===== src/design/csp_pkg.sv =====
// Package for the charger SMBus register port: addresses, command codes,
// status field positions and carrier types.
// Assumes a single 100 MHz clock and SMBus pins sampled synchronously.
package csp_pkg;
   localparam logic [6:0] CSP_TARGET_ADDR7 = 7'h09; // 8-bit form 8'h12
   localparam logic [7:0] CSP_ADDR8 = 8'h12;
   localparam logic [7:0] CSP_CMD_MODE = 8'h12;
   localparam logic [7:0] CSP_CMD_STATUS = 8'h13;
   localparam logic [7:0] CSP_CMD_ICHG = 8'h14;
   localparam logic [7:0] CSP_CMD_VCHG = 8'h15;
   localparam logic [7:0] CSP_CMD_IIN = 8'h3F;
   localparam logic [15:0] CSP_REG_RESET = 16'h0000;
   localparam int CSP_ST_BAT_CONN = 6;
   localparam int CSP_ST_ADP_CONN = 7;
   localparam int CSP_MODE_LEARN = 0;
   localparam logic [15:0] CSP_READ_UNMAPPED = 16'hFFFF;

   typedef struct packed {
      logic [15:0] mode;
      logic [15:0] ichg;
      logic [15:0] vchg;
      logic [15:0] iin;
   } csp_regs_s;

   typedef struct packed {
      logic scl_i;
      logic sda_i;
   } csp_pins_s;

   typedef enum logic [2:0] {
      CSP_IDLE = 3'b000,
      CSP_ADDR = 3'b001,
      CSP_ACK = 3'b010,
      CSP_WRB = 3'b011,
      CSP_RDB = 3'b100,
      CSP_RACK = 3'b101,
      CSP_HOLD = 3'b110
   } csp_state_e;
endpackage


===== src/design/csp_top.sv =====
// SMBus target port of a battery charge controller: five 16-bit registers,
// open-drain alert, and adapter/battery system source selection.
// Assumes SCL and SDA are already synchronous to clk (glitch-free).
`timescale 1ns/100ps
module csp_top
   import csp_pkg::*;
(
   // Clock and reset
   input wire logic clk,
   input wire logic resetn,
   // SMBus pins, open drain
   input wire csp_pkg::csp_pins_s pins,
   output logic sda_o,
   output logic sda_oe_n,
   output logic alert_o,
   output logic alert_oe_n,
   // Charger state in, selector and settings out
   input wire logic adapter_detect,
   input wire logic [15:0] status_in,
   output logic adapter_sel,
   output logic battery_sel,
   output csp_pkg::csp_regs_s regs
);
   import csp_pkg::*;

   csp_state_e state, next_state;
   logic scl_q, sda_q;
   logic [7:0] shreg, next_shreg;
   logic [2:0] bitcnt, next_bitcnt;
   logic [1:0] bytecnt, next_bytecnt;
   logic rw, next_rw;
   logic [7:0] cmd, next_cmd;
   logic [7:0] wlow, next_wlow;
   logic [15:0] rdata, next_rdata;
   logic sda_drv, next_sda_drv;
   logic st_read, next_st_read;
   csp_regs_s next_regs;
   logic [15:0] status, next_status;
   logic alert, next_alert;
   logic next_adapter_sel, next_battery_sel;

   wire logic scl_rise = pins.scl_i & ~scl_q;
   wire logic scl_fall = ~pins.scl_i & scl_q;
   wire logic start_c = scl_q & pins.scl_i & sda_q & ~pins.sda_i;
   wire logic stop_c = scl_q & pins.scl_i & ~sda_q & pins.sda_i;

   function automatic logic [15:0] rd_sel(input logic [7:0] c,
                                          input csp_regs_s r,
                                          input logic [15:0] s);
      logic [15:0] v;
      v = CSP_READ_UNMAPPED;
      unique case (c)
         CSP_CMD_VCHG: v = r.vchg;
         CSP_CMD_ICHG: v = r.ichg;
         CSP_CMD_IIN: v = r.iin;
         CSP_CMD_MODE: v = r.mode;
         CSP_CMD_STATUS: v = s;
         default: v = CSP_READ_UNMAPPED;
      endcase
      return v;
   endfunction

   // Protocol engine; no PEC byte exists in any frame
   always_comb begin
      next_state = state;
      next_shreg = shreg;
      next_bitcnt = bitcnt;
      next_bytecnt = bytecnt;
      next_rw = rw;
      next_cmd = cmd;
      next_wlow = wlow;
      next_rdata = rdata;
      next_sda_drv = sda_drv;
      next_st_read = 1'b0;
      next_regs = regs;
      if (start_c) begin
         // The SCL fall that closes a start carries no bit, so skip it
         next_state = CSP_HOLD;
         next_bitcnt = 3'h0;
         next_sda_drv = 1'b0;
      end else if (stop_c) begin
         next_state = CSP_IDLE;
         next_sda_drv = 1'b0;
      end else begin
         unique case (state)
            CSP_IDLE: next_sda_drv = 1'b0;
            CSP_HOLD: begin
               if (scl_fall) begin
                  next_state = CSP_ADDR;
                  next_bitcnt = 3'h0;
               end
            end
            CSP_ADDR, CSP_WRB: begin
               if (scl_rise) begin
                  next_shreg = {shreg[6:0], pins.sda_i};
               end
               if (scl_fall) begin
                  next_bitcnt = bitcnt + 3'h1;
                  if (bitcnt == 3'h7) begin
                     if (state == CSP_ADDR) begin
                        if (shreg[7:1] == CSP_TARGET_ADDR7) begin
                           next_rw = shreg[0];
                           next_sda_drv = 1'b1;
                           next_state = CSP_ACK;
                           if (shreg[0]) begin
                              next_bytecnt = 2'h0;
                              next_rdata = rd_sel(cmd, regs, status);
                           end else begin
                              next_bytecnt = 2'h0;
                           end
                        end else begin
                           next_state = CSP_IDLE;
                        end
                     end else begin
                        next_sda_drv = 1'b1;
                        next_state = CSP_ACK;
                        unique case (bytecnt)
                           2'h0: next_cmd = shreg;
                           2'h1: next_wlow = shreg;
                           default: begin
                              unique case (cmd)
                                 CSP_CMD_VCHG:
                                    next_regs.vchg = {shreg, wlow};
                                 CSP_CMD_ICHG:
                                    next_regs.ichg = {shreg, wlow};
                                 CSP_CMD_IIN:
                                    next_regs.iin = {shreg, wlow};
                                 CSP_CMD_MODE:
                                    next_regs.mode = {shreg, wlow};
                                 default: next_regs = regs;
                              endcase
                           end
                        endcase
                        if (bytecnt != 2'h3) begin
                           next_bytecnt = bytecnt + 2'h1;
                        end
                     end
                  end
               end
            end
            CSP_ACK: begin
               if (scl_fall) begin
                  next_bitcnt = 3'h0;
                  if (rw) begin
                     next_state = CSP_RDB;
                     next_sda_drv = ~rdata[7];
                  end else begin
                     next_state = CSP_WRB;
                     next_sda_drv = 1'b0;
                  end
               end
            end
            CSP_RDB: begin
               if (scl_fall) begin
                  next_bitcnt = bitcnt + 3'h1;
                  if (bitcnt == 3'h7) begin
                     next_sda_drv = 1'b0;
                     next_state = CSP_RACK;
                  end else begin
                     next_sda_drv = ~rdata[3'h6 - bitcnt];
                  end
               end
            end
            CSP_RACK: begin
               if (scl_rise) begin
                  next_shreg = {7'h00, pins.sda_i};
               end
               if (scl_fall) begin
                  next_bitcnt = 3'h0;
                  if (bytecnt == 2'h0 && !shreg[0]) begin
                     next_bytecnt = 2'h1;
                     next_rdata = {8'h00, rdata[15:8]};
                     next_state = CSP_RDB;
                     next_sda_drv = ~rdata[15];
                  end else begin
                     // Second byte sent: status read is complete
                     next_st_read = (bytecnt == 2'h0) ? 1'b0 :
                                    (cmd == CSP_CMD_STATUS);
                     if (bytecnt == 2'h0) begin
                        next_st_read = 1'b0;
                     end
                     next_state = CSP_IDLE;
                  end
               end
            end
            default: next_state = CSP_IDLE;
         endcase
      end
   end

   // Source selection and status; alert is cleared by a host status read
   always_comb begin
      next_status = status_in;
      next_adapter_sel = adapter_detect & ~regs.mode[CSP_MODE_LEARN];
      next_battery_sel = ~next_adapter_sel;
      next_status[CSP_ST_BAT_CONN] = battery_sel;
      next_status[CSP_ST_ADP_CONN] = adapter_sel;
      next_alert = alert;
      if (st_read) begin
         next_alert = 1'b0;
      end
      // Change wins over a clear in the same cycle
      if (next_status != status) begin
         next_alert = 1'b1;
      end
   end

   // Registers persist until rewritten; there is no watchdog
   always_ff @(posedge clk or negedge resetn) begin
      if (!resetn) begin
         state <= CSP_IDLE;
         scl_q <= 1'b1;
         sda_q <= 1'b1;
         shreg <= 8'h00;
         bitcnt <= 3'h0;
         bytecnt <= 2'h0;
         rw <= 1'b0;
         cmd <= 8'h00;
         wlow <= 8'h00;
         rdata <= 16'h0000;
         sda_drv <= 1'b0;
         st_read <= 1'b0;
         regs <= {4{CSP_REG_RESET}};
         status <= 16'h0000;
         alert <= 1'b0;
         adapter_sel <= 1'b0;
         battery_sel <= 1'b1;
         sda_o <= 1'b0;
         sda_oe_n <= 1'b1;
         alert_o <= 1'b0;
         alert_oe_n <= 1'b1;
      end else begin
         state <= next_state;
         scl_q <= pins.scl_i;
         sda_q <= pins.sda_i;
         shreg <= next_shreg;
         bitcnt <= next_bitcnt;
         bytecnt <= next_bytecnt;
         rw <= next_rw;
         cmd <= next_cmd;
         wlow <= next_wlow;
         rdata <= next_rdata;
         sda_drv <= next_sda_drv;
         st_read <= next_st_read;
         regs <= next_regs;
         status <= next_status;
         alert <= next_alert;
         adapter_sel <= next_adapter_sel;
         battery_sel <= next_battery_sel;
         sda_o <= 1'b0;
         sda_oe_n <= ~next_sda_drv;
         alert_o <= 1'b0;
         alert_oe_n <= ~next_alert;
      end
   end
endmodule


===== config.mk =====
export PLATFORM = sky130hd
export DESIGN_NAME = csp_top
export DESIGN_NICKNAME = d
export VERILOG_FILES = /design/src/design/csp_pkg.sv /design/src/design/csp_top.sv
export SDC_FILE = /design/constraint.sdc
export NUM_CORES = 1
export LEC_CHECK = 0
export BUFFER_PORTS_ARGS = -buffer_cell sky130_fd_sc_hd__buf_2
export CELL_PAD_IN_SITES_DETAIL_PLACEMENT = 0
export CELL_PAD_IN_SITES_GLOBAL_PLACEMENT = 1
export CORE_UTILIZATION = 46
export DETAILED_ROUTE_END_ITERATION = 8
export PLACE_DENSITY = 0.89
export SLEW_MARGIN = 10
export SYNTH_ARGS = -nofsm -noshare
export SYNTH_HDL_FRONTEND = slang
export SYNTH_SLANG_ARGS = --single-unit

===== constraint.sdc =====
create_clock -name clk -period 2.88 [get_ports clk]
set_clock_uncertainty 0.05 [all_clocks]
set_input_delay 0.72 -clock clk [delete_from_list [all_inputs] [get_ports clk]]
set_output_delay 0.72 -clock clk [all_outputs]
set_load 0.02 [all_outputs]

Word-level counts from Yosys, hierarchy flattened
Index checks and enable logic that the tools add are counted.

Register bits after elaboration: 138. Word-level logic and storage cells: 171. Output and inout port bits: 70.

Order comparisons: 1. Reduce and logical (&&, ||, !) cells: 22. Bitwise operators: 23. Add/subtract/negate cells: 3. Equal/unequal tests: 38. Multiplexer cells: 62.

Operators with widths (count): two-way mux 16 bit (7); case mux 16 bit (5 select lines) (1); two-way mux 3 bit (16); AND reduction 8 bit (5); equality test 8 x 5 -> 1 bit (second input constant) (4); case mux 16 bit (2 select lines) (1); != test 4 bit (second input constant) (7); != test 2 bit (second input constant) (11); two-way mux 1 bit (21); AND reduction 7 bit (3); case mux 3 bit (6 select lines) (1); two-way mux 2 bit (8); two-way mux 8 bit (2); != test 16 bit (1); case mux 8 bit (2 select lines) (1); NOT 1 bit (15); equality test 3 bit (second input constant) (4); AND reduction 10 bit (1); != test 3 bit (second input constant) (3); AND reduction 9 bit (1); AND 1 bit (8); equality test 8 x 6 -> 1 bit (second input constant) (1); equality test 7 x 4 -> 1 bit (second input constant) (1); equality test 3 x 2 -> 1 bit (second input constant) (2); other kinds (21) (24).

Longest topological paths before layout
Gate-level depths: netlist of the first run.

Word-level depth: 10. Depth in mapped cells: 9. Depth with buffers taken out: 7.

Worst setup path before layout of the first run
OpenSTA, ideal clock, no wires.

Path type: reg-to-reg. Start: register cmd[7]. End: register regs[37] (netlist name). Data required time: 2.705 ns. Arrival: 2.152 ns. Setup slack: 0.553 ns. Setup time: 0.125 ns. Cell stages (with the launch flop): 8. Clock period less this slack: 2.327 ns. Cells stage by stage: dfrtp_1 -> or4b_1 -> buf_2 -> or2_1 -> buf_6 -> nor3_4 -> buf_8 -> mux2_4.

Cells in the longest elaborated chain, start to end: 2.

Ends and longest elaborated chain: from (decl) (line csp_top.sv:32) `logic [7:0] cmd, next_cmd;`; from (signal assigned) (line csp_top.sv:240) `cmd <= next_cmd;`; equality test 8 x 5 -> 1 bit (line csp_top.sv:121) `unique case (cmd)`; AND reduction 8 bit (no source line); to (signal assigned) (line csp_top.sv:223) `regs <= {4{CSP_REG_RESET}};`; to (signal assigned) (line csp_top.sv:245) `regs <= next_regs;`; to (decl) (line csp_top.sv:22) `output csp_pkg::csp_regs_s regs`.

No other way between the ends. A chain may end at the register's enable or synchronous reset.

Worst setup path after layout of the first run
Start: register shreg[2]. End: register rdata[15].

Cells in the longest elaborated chain, start to end: 3.

Ends and longest elaborated chain: from (decl) (line csp_top.sv:28) `logic [7:0] shreg, next_shreg;`; from (signal assigned) (line csp_top.sv:236) `shreg <= next_shreg;`; equality test 7 x 4 -> 1 bit (line csp_top.sv:101) `if (shreg[7:1] == CSP_TARGET_ADDR7) begin`; != test 2 bit (no source line); AND reduction 10 bit (no source line); to (signal assigned) (line csp_top.sv:242) `rdata <= next_rdata;`; to (decl) (line csp_top.sv:34) `logic [15:0] rdata, next_rdata;`.

No other way between the ends.

==> results of run 1 <==
==> worst paths after layout <==
kind	depth (start not counted)	to	startpoint
hold / removal	1	bitcnt[0]	resetn
max in group asynchronous	2	cmd[2]	resetn
hold reg to reg	0	status[7]	adapter_sel
setup / recovery	5	rdata[15]	shreg[2]
setup reg to reg	5	rdata[15]	shreg[2]
min in group clk	0	status[7]	adapter_sel
==> critical path: stages, from the launching register on <==
cell and delay [ps]:
dfrtp_1 510, or4b_1 640, o41ai_2 330, o2111ai_1 210
nor2b_1 500, a22o_1 220
==> registers in the layout, summed over array words and instances, names as in the netlist <==
| signal | count |
|---|---|
| rdata | 16 |
| rw | 1 |
| sda_oe_n | 1 |
| scl_q | 1 |
| state | 3 |
| cmd | 8 |
| alert | 1 |
| bitcnt | 3 |
| wlow | 8 |
| adapter_sel | 1 |
| alert_oe_n | 1 |
| sda_q | 1 |
| status | 16 |
| shreg | 8 |
| sda_drv | 1 |
| st_read | 1 |
| bytecnt | 2 |
| regs | 64 |
| battery_sel | 1 |
==> metrics by stage <==
step | setup slack, ps | instance area (um2) | instances | total power, mW
5_1_grt | 169 | 7800 | 824 | 5.24
3_3_place_gp | 475 | 7230 | 792 | 2.92
2_1_floorplan | 553 | 6590 | 543 | 2.68
6_report | 352 | 7800 | 824 | 5.01
3_5_place_dp | 396 | 7230 | 792 | 2.95
4_1_cts | 382 | 7800 | 824 | 5.03
==> synth_stat cells, drive strengths merged, types with 2 or more instances <==
cell type,number
or2,4
o21ai,17
buf,17
nand2b,7
mux4,2
nor2,44
nor3b,3
a31oi,7
a22o,19
o41ai,2
nor4,3
ha,6
nand2,31
dfstp,5
mux2,89
nor2b,2
clkbuf,17
o31ai,2
inv,9
or4b,2
dfrtp,133
nand3,5
o221ai,16
nand4,11
nor3,5
or3b,2
a21oi,12
xnor2,16
xor2,2
and3,4
mux2i,18
or3,2
a22oi,16
==> routing by layer <==
metal | track usage | vias to the layer above
li1 | - | 2163
met1 | 0.341 | 2420
met5 | 0 | -
met2 | 0.374 | 188
met3 | 0.0562 | 32
met4 | 0.0918 | 0
==> final cells by class <==
type	count	area [um2]
fill	1147	6130
sequential	138	3460
multi-input combinational	362	2920
timing repair buffer	103	589
clock buffer	20	457
tap	180	225
clock inverter	12	115
inverter	9	33.8
==> cells by family after synthesis <==
logic type	Yosys count	share of synthesized area
xor gates and xnor gates	18	0.0239
buffers and inverters	43	0.0319
and+or+nand+nor	127	0.0977
adders and majority gates	7	0.0129
other	1	0.000569
AOI/OAI and AO/OA	99	0.110
DFF	138	0.525
muxes	109	0.198
==> power groups by stage <==
stage | clock network [mW] | logic [mW] | registers [mW]
final | 2.08 | 0.607 | 2.32
after detailed placement | 0 | 0.603 | 2.35
after global placement | 0 | 0.584 | 2.33
after CTS | 2.11 | 0.608 | 2.31
after global routing | 2.21 | 0.690 | 2.34
after floorplan | 0 | 0.505 | 2.18
==> impl_results.md, run 1 <==
- CP Data Arrival Time: 2830 ps
- Flop pwr share: 0.462
- Setup violators final: 0
- R2r setup slk: 350 ps
- Die ar.: ~0.015 mm2
- Syn_area_per_cell: 12.1 um2
- Largest net degree at the start of global routing: 72
- Num CTS Buffers: 17
- Hold Violations, Final: 0
- Starting density of the core: 0.473
- Vias: around 4800
- Leak: 3.77 nW
- F_max: 0.396 GHz
- Netlist cell types: 57
- Clk network pwr share: 0.416
- Final Cycle Share: 0.878
- Post-layout util: 0.560
- Max-cap violations: 0
- Combinational power share: 0.121
- Synth warn: 0
- Initial antenna violation count: 0
- Clock buffer depth: 2
- Post-synth ARST share: 1.00
- CP Max Fanout: 9
- GRT overflow: 0
- CTS root buffer: clkbuf_16
- GPL Wtd Cong: roughly 0.87
- Port Buf Inserts: 86
- First-pass GRT wire length: 26.6 mm
- Synth area leader: dfrtp_1
- Die Ht: 122 um
- DRT iter0 DRCs: 334
- H-tree levels: 4
- Drt drc: 0
- EDFF count, synth: 0
- Core Area: 0.0139 mm2
- RSZ-0062 raised after global routing: false
- Switching power: roughly 1.5 mW
- Layout cells sized above 1: 0.376
- Yosys top cell area share: 0.505
- CTS Sinks: roughly 140
- Row Count: 43
- Fin crit period: 2530 ps
- Most frequent cells in the layout: dfrtp_1 (132), buf_2 (85), mux2_2 (69)
- Primary FF master, synth: dfrtp_1
- Final setup TNS: 0 ps
- Routed len/inst: 20.5 um
- Yosys reg bits: about 140
- Switch share: 0.292
- Largest cells by area after synthesis: dfrtp_1 (51%), mux2_2 (12%), mux2_4 (4.6%)
- Commonest non-fill, non-tap cell in the layout: dfrtp_1
- Post-route ant nets: 0
- Final Max Tran Viols: 0
- Routed Wire Length: 16.9 mm
- Setup bufs post-CTS: 0
- CTS tree: done
- Top Metal Used: met4
- Vias in the first global route: approximately 4600
- Clk Latency, worst-skew pair: 420 ps
- Hold_buf cts: 0
- Critical Path RT: 3180 ps
- Final hold slack: between 200 and 300 ps
- GRT Total Usage: 0.245
- Post-synthesis sequential area ratio: 0.525
- Met3 wire len: around 1.1 mm
- Peak supply drop: 382 uV
- CP Capture Type: register
- Ports: 91
- Max transition margin: 0.550
- Via density: 5.83
- Synthesized instance count: 542
- PwrDens: 642 mW/mm2
- Post-cts sizing count: 0
- CTS clock-pin slew for the worst setup and hold paths: 60 ps
- P_int: 3.54 mW
- Post-DP HPWL: about 12 mm
- Drt first pass iters: 5
- WL met1: 7.50 mm
- Hold Path Class: in -> async
- Crit start category: register
- Met2 wire length: 7.90 mm
- Diodes inserted: 0
- Synth-to-layout area growth: 18.4%
- Worst-Margin Slew: 674 ps
- Post-Syn Area: 0.00659 mm2
- Die X: 122 um
- Final net count: 658
- Status: finished, final reports clean
- Setup Crit Path Kind: reg -> reg
(Power assumes the default switching activity.)
==> run 2: changes to the inputs <==
--- a/config.mk
+++ b/config.mk
@@ -6,11 +6,11 @@
 export NUM_CORES = 1
 export LEC_CHECK = 0
 export BUFFER_PORTS_ARGS = -buffer_cell sky130_fd_sc_hd__buf_2
-export CELL_PAD_IN_SITES_DETAIL_PLACEMENT = 0
+export CELL_PAD_IN_SITES_DETAIL_PLACEMENT = 1
 export CELL_PAD_IN_SITES_GLOBAL_PLACEMENT = 1
-export CORE_UTILIZATION = 46
+export CORE_UTILIZATION = 23
 export DETAILED_ROUTE_END_ITERATION = 8
-export PLACE_DENSITY = 0.89
+export PLACE_DENSITY = 0.44
 export SLEW_MARGIN = 10
 export SYNTH_ARGS = -nofsm -noshare
 export SYNTH_HDL_FRONTEND = slang
==> run 2 against run 1 <==
Compared with the run above:
- maximum frequency grew 2.9%
- total power rose by 5.4%
- global-route usage shrank 8.8 points
- die area rose by 98%
- worst hold slack worse by 46 ps
- critical endpoint is now rdata[4]
- highest routed layer unchanged
==> impl_results.md, run 2 (synthesis gave the netlist of run 1 again) <==
- Largest net degree at the start of global routing: 61 (was 72)
- Reg2reg end: rdata[4] (was rdata[15])
- F_max: 0.407 GHz (was 0.396 GHz)
- Routed Wire Length: 21.5 mm (was 16.9 mm)
- Initial antenna violation count: 0 (unchanged)
- Hold_buf cts: 0 (unchanged)
- Final Max Tran Viols: 0 (unchanged)
- Ports: 91 (unchanged)
- Final WS setup: 423 ps (was 352 ps)
- Worst path cell trace: or3b_2 > nor3_2 > buf_4 > a21oi_1 > o221ai_1 > a22o_1 (was or4b_1 > o41ai_2 > o2111ai_1 > nor2b_1 > a22o_1)
- Post-route design area: 0.00815 mm2 (was 0.00780 mm2)
- R2R cell count: 6 (was 5)
- Port Buf Inserts: 86 (unchanged)
- Commonest non-fill, non-tap cell in the layout: dfrtp_1 (unchanged)
- Hold Path Class: in -> async (unchanged)
- Final hold slack: 215 ps (was 261 ps)
- Post-cts sizing count: 0 (unchanged)
- Critical Path RT: 3190 ps (was 3180 ps)
- Core Area: 0.0280 mm2 (was 0.0139 mm2)
- Row Count: 61 (was 43)
- Placed cell count: 1002 (was 792)
- Fin crit period: 2460 ps (was 2530 ps)
- PwrDens: 647 mW/mm2 (was 642 mW/mm2)
- Drt drc: 0 (unchanged)
- Layer with the highest usage: met2 (unchanged)
- Slowest stage cell, crit path: or3b_2 (was or4b_1)
- Post-route ant nets: 0 (unchanged)
- CTS tree: done (unchanged)
- Most flop-heavy register: regs (unchanged)
- Peak supply drop: 364 uV (was 382 uV)
- H-tree levels: 4 (unchanged)
- Diodes inserted: 0 (unchanged)
- R2r setup slk: 420 ps (was 350 ps)
- Crit path largest cell delay: 630 ps (was 640 ps)
- First-pass GRT wire length: 33.5 mm (was 26.6 mm)
- Final non-filler cell total: 1034 (was 824)
- Crit path max-delay family: simple AND/OR/NAND/NOR gates (unchanged)
- Layout cells sized above 1: 0.386 (was 0.376)
- RSZ-0062 raised after global routing: false (unchanged)
- Clock buffer depth: 2 (unchanged)
- Vias: 4819 (was 4803)
- Num CTS Buffers: 17 (unchanged)
- Via density: 4.66 (was 5.83)
- Final setup TNS: 0 ps (unchanged)
- Die Ht: 171 um (was 122 um)
- Status: finished, final reports clean (unchanged)
- Power, Total: 5.27 mW (was 5.01 mW)
- Clk Latency, worst-skew pair: 420 ps (about the same)
- GRT Total Usage: 0.158 (was 0.245)
- CP Max Fanout: 13 (was 9)
- Vias in the first global route: 5243 (was 4636)
- Max-cap violations: 0 (unchanged)
- DP Area: 0.00757 mm2 (was 0.00723 mm2)
- Starting density of the core: 0.235 (was 0.473)
- Most frequent cells in the layout: dfrtp_1 (132), buf_2 (85), mux2_2 (69) (unchanged)
- Crit start category: register (unchanged)
- Final net count: 670 (was 658)
- Max reg flops: 64 (unchanged)
- Final Cycle Share: 0.853 (was 0.878)
- Synth-to-layout area growth: 23.8% (was 18.4%)
- Post-layout util: 0.291 (was 0.560)
- Dpl ws: 408 ps (was 396 ps)
- Leak: 3.86 nW (was 3.77 nW)
- Drt first pass iters: 5 (unchanged)
- Routed len/inst: 20.8 um (was 20.5 um)
- CTS clock-pin slew for the worst setup and hold paths: 70 ps (was 60 ps)
- GR Layer Usage met1: 0.223 (was 0.341)
- Die X: 171 um (was 122 um)
- Post-DP HPWL: 15.8 mm (was 12.0 mm)
- GPL Wtd Cong: 0.738 (was 0.866)
- Met2 GRT Util: 0.246 (was 0.374)
- R2R Path Start: cmd[1] (was shreg[2])
- CP Data Arrival Time: 2760 ps (was 2830 ps)
- Setup bufs post-CTS: 0 (unchanged)
- Max transition margin: 0.547 (was 0.550)
- M3 GR Usage: 0.0253 (was 0.0562)
- Setup violators final: 0 (unchanged)
- CP Capture Type: register (unchanged)
- Die ar.: 0.0293 mm2 (was 0.0148 mm2)
- GRT overflow: 0 (unchanged)
- Top flop regs: regs x64, rdata x16, status x16 (unchanged)
- DRT iter0 DRCs: 215 (was 334)
- CTS Sinks: 138 (unchanged)
- Hold Violations, Final: 0 (unchanged)
- Setup Crit Path Kind: reg -> reg (unchanged)
- Worst Path Buf+Inv: 1 (was 0)
- Worst-Margin Slew: 679 ps (was 674 ps)
- CTS root buffer: clkbuf_16 (unchanged)
[run 2: changes by cell type in the layout (fill, tap and decap cells not counted), sizes merged]
cell	before	now
clkinvlp	6	2
inv	12	13
clkinv	2	4
buf	103	115
bufinv	1	2
[run 2: routing by layer]
metal  share of wire  vias up
met2            0.46       89
met4           0.017        0
met5               0        -
met1            0.50     2528
li1                -     2182
met3           0.029       20
[run 2: final cells by class]
class,count,area (um2)
flip-flops and latches,138,3460
inverters,9,33.8
fillers,3113,19900
clock buffers,20,447
clock inverters,12,138
multi-input cells,362,2920
repair buffers,115,679
well taps,378,473
[run 2: worst max path at each step]
stage / startpoint / to / slack, ps / cells after the start
2_1_floorplan: cmd[7] / regs[37] / 550 / 7
3_3_place_gp: cmd[1] / regs[61] / 470 / 5
3_5_place_dp: cmd[1] / regs[62] / 410 / 5
4_1_cts: cmd[1] / regs[62] / 390 / 5
5_1_grt: cmd[1] / regs[62] / 270 / 5
6_report: cmd[1] / rdata[4] / 420 / 6
[run 2: power by group]
part           total (mW)  internal (mW)  switching [mW]
clock network        2.22           1.31           0.907
logic               0.831          0.299           0.532
registers            2.23           2.06           0.172
==> run 3: changes to the inputs <==
--- a/config.mk
+++ b/config.mk
@@ -5,12 +5,13 @@
 export SDC_FILE = /design/constraint.sdc
 export NUM_CORES = 1
 export LEC_CHECK = 0
+export ABC_AREA = 1
 export BUFFER_PORTS_ARGS = -buffer_cell sky130_fd_sc_hd__buf_2
 export CELL_PAD_IN_SITES_DETAIL_PLACEMENT = 1
 export CELL_PAD_IN_SITES_GLOBAL_PLACEMENT = 1
 export CORE_UTILIZATION = 23
 export DETAILED_ROUTE_END_ITERATION = 8
-export PLACE_DENSITY = 0.44
+export PLACE_DENSITY = 0.47
 export SLEW_MARGIN = 10
 export SYNTH_ARGS = -nofsm -noshare
 export SYNTH_HDL_FRONTEND = slang
==> run 3 against run 2 <==
Compared with the run above:
- routed wire length increased by 13%
- maximum frequency increased by 7.6%
- largest cell class unchanged
- die area increased by 1.2%
- largest power group unchanged
- critical path type unchanged
- via count increased by 23%
- worst hold slack got worse by 23 ps
==> impl_results.md, run 3 <==
- Status: finished, final reports clean (unchanged)
- CP Data Arrival Time: 2560 ps (was 2760 ps)
- Setup Crit Path Kind: reg -> reg (unchanged)
- Synth area leader: dfrtp_1 (unchanged)
- Most frequent cells in the layout: nand2_1 (276), dfrtp_1 (133), nand3_1 (100) (was dfrtp_1 (132), buf_2 (85), mux2_2 (69))
- Num CTS Buffers: 17 (unchanged)
- Routed Wire Length: 24.3 mm (was 21.5 mm)
- Post-synth ARST share: 1.00 (unchanged)
- Vias: 5904 (was 4819)
- Primary FF master, synth: dfrtp_1 (unchanged)
- Crit path largest cell delay: 480 ps (was 630 ps)
- PwrDens: 704 mW/mm2 (was 647 mW/mm2)
- CTS clock-pin slew for the worst setup and hold paths: 70 ps (about the same)
- Final setup TNS: 0 ps (unchanged)
- Setup violators final: 0 (unchanged)
- Peak supply drop: 392 uV (was 364 uV)
- # fillers: 3394 (was 3113)
- Port Buf Inserts: 86 (unchanged)
- Post-layout util: 0.292 (was 0.291)
- Most common cell in the netlist: nand2_1 (was dfrtp_1)
- DRT iter0 DRCs: 352 (was 215)
- Crit path max-delay family: simple AND/OR/NAND/NOR gates (unchanged)
- Largest cells by area after synthesis: dfrtp_1 (50%), nand2_1 (16%), nand3_1 (7.5%) (was dfrtp_1 (51%), mux2_2 (12%), mux2_4 (4.6%))
- Syn_area_per_cell: 7.81 um2 (was 12.1 um2)
- Post-cts sizing count: 0 (unchanged)
- Starting density of the core: 0.237 (was 0.235)
- Post-synthesis sequential area ratio: 0.519 (was 0.525)
- Dpl ws: 403 ps (was 408 ps)
- Multi-input logic area: 0.00277 mm2 (was 0.00292 mm2)
- Post-DP HPWL: 18.2 mm (was 15.8 mm)
- Core Area: 0.0282 mm2 (was 0.0280 mm2)
- Worst-Margin Slew: 584 ps (was 679 ps)
- Critical Path RT: 3150 ps (was 3190 ps)
- Post-route ant nets: 0 (unchanged)
- DP Area: 0.00762 mm2 (was 0.00757 mm2)
- Clk Latency, worst-skew pair: 430 ps (was 420 ps)
- Max reg flops: 64 (unchanged)
- Clock buffer depth: 2 (unchanged)
- Setup bufs post-CTS: 0 (unchanged)
- Initial antenna violation count: 0 (unchanged)
- Synth-to-layout area growth: 23.3% (was 23.8%)
- GRT Total Usage: 0.174 (was 0.158)
- Largest net degree at the start of global routing: 54 (was 61)
- Routed len/inst: 18.1 um (was 20.8 um)
- Final Cycle Share: 0.793 (was 0.853)
- Fin crit period: 2280 ps (was 2460 ps)
- Final WS setup: 597 ps (was 423 ps)
- Synthesized instance count: 853 (was 542)
- EDFF count, synth: 0 (unchanged)
- Commonest non-fill, non-tap cell in the layout: nand2_1 (was dfrtp_1)
- Post-Syn Area: 0.00666 mm2 (was 0.00659 mm2)
- CP Capture Type: register (unchanged)
- Hold Violations, Final: 0 (unchanged)
- RSZ-0062 raised after global routing: false (unchanged)
- Slowest stage cell, crit path: dfrtp_1 (was or3b_2)
- Post-route design area: 0.00821 mm2 (was 0.00815 mm2)
- Yosys top cell area share: 0.499 (was 0.505)
- Yosys reg bits: 138 (unchanged)
- Worst path cell trace: ha_1 > ha_1 > nand2_1 > nand2_1 > o21ai_0 > nand2_1 > nand2_1 > nand2_1 (was or3b_2 > nor3_2 > buf_4 > a21oi_1 > o221ai_1 > a22o_1)
- Vias in the first global route: 5926 (was 5243)
- Max transition margin: 0.608 (was 0.547)
- Synth warn: 0 (unchanged)
- Most frequent CP cell: nand2_1
- Leak: 4.11 nW (was 3.86 nW)
- CTS Sinks: 138 (unchanged)
- Reg area: 0.00346 mm2 (about the same)
- GPL Wtd Cong: 0.752 (was 0.738)
- Hold_buf cts: 0 (unchanged)
- Layout cells sized above 1: 0.180 (was 0.386)
- H-tree levels: 4 (unchanged)
- Top cells by count, synth: nand2_1 (276), dfrtp_1 (133), nand3_1 (100) (was dfrtp_1 (133), mux2_2 (69), nor2_1 (43))
- Die X: 172 um (was 171 um)
- Drt first pass iters: 4 (was 5)
- CP Max Fanout: 9 (was 13)
- First-pass GRT wire length: 37.2 mm (was 33.5 mm)
- Hold Path Class: in -> async (unchanged)
- Worst Path Buf+Inv: 0 (was 1)
- Final net count: 978 (was 670)
- CTS tree: done (unchanged)
- Crit start category: register (unchanged)
- Netlist cell types: 37 (was 57)
- Drt drc: 0 (unchanged)
- Die ar.: 0.0297 mm2 (was 0.0293 mm2)
- Final Max Tran Viols: 0 (unchanged)
- CTS root buffer: clkbuf_16 (unchanged)
- Row Count: 61 (unchanged)
- Ports: 91 (unchanged)
- Max-cap violations: 0 (unchanged)
- Most flop-heavy register: regs (unchanged)
- Final hold slack: 193 ps (was 215 ps)
- Top flop regs: regs x64, rdata x16, status x16 (unchanged)
- Via density: 4.40 (was 4.66)
- Die Ht: 172 um (was 171 um)
- F_max: 0.438 GHz (was 0.407 GHz)
- GRT overflow: 0 (unchanged)
run 3: cell types whose count changed after synthesis, sizes merged, moves of 16 or more:
cell / change
a22o: -19
a22oi: -16
inv: +74
mux2: -89
mux2i: -18
nand2: +250
nand3: +97
nor2: +22
o21ai: +80
o221ai: -16
run 3: power breakdown:
group / internal (mW) / switching, mW / leakage, nW / total (mW)
Clock: 1.29 / 0.977 / 0.282 / 2.27
Sequential: 2.18 / 0.230 / 1.78 / 2.41
Combinational: 0.327 / 0.775 / 2.05 / 1.10
Total: 3.80 / 1.98 / 4.11 / 5.79
run 3: layout make-up:
cell class | instances | share of cell area
Sequential cell | 138 | 0.421
Multi-Input combinational cell | 605 | 0.337
Timing Repair Buffer | 105 | 0.0736
Tap cell | 378 | 0.0576
Clock buffer | 17 | 0.0518
Inverter | 84 | 0.0384
Clock inverter | 15 | 0.0206
Antenna cell | 1 | 0.000305
run 3: path summary, 6_finish.rpt:
path / end / slack [ps] / start / depth (start not counted)
min reg2reg: status[6] / 380 / battery_sel / 0
max reg2reg: state[1] / 600 / bitcnt[0] / 8
max: state[1] / 600 / bitcnt[0] / 8
min: regs[2] / 190 / resetn / 1
max in group asynchronous: sda_oe_n / 1860 / resetn / 2
min in group clk: status[1] / 360 / status_in[1] / 1
run 3: routing by layer:
layer / part of all wire / vias up / global-route usage
met5: 0 / - / 0
met4: 0.0098 / 0 / 0.0489
met3: 0.027 / 14 / 0.0295
met2: 0.44 / 74 / 0.260
met1: 0.53 / 2891 / 0.255
li1: - / 2925 / -
run 3: metrics by stage:
stage	cells	power, mW
finish	1343	5.79
global route	1342	6.15
CTS	1342	5.89
detailed placement	1310	3.58
global placement	1310	3.57
floorplan	854	3.11
run 3: cells by family (layout without fill, tap and decap cells):
family	count (synthesis)	count (layout)	synth area share
buf+inv	111	221	0.0668
flops	138	138	0.519
other cells	1	3	0.000563
fa+ha+maj	6	6	0.0113
simple gates	491	491	0.317
xor+xnor	7	7	0.00920
compound gates	99	99	0.0757
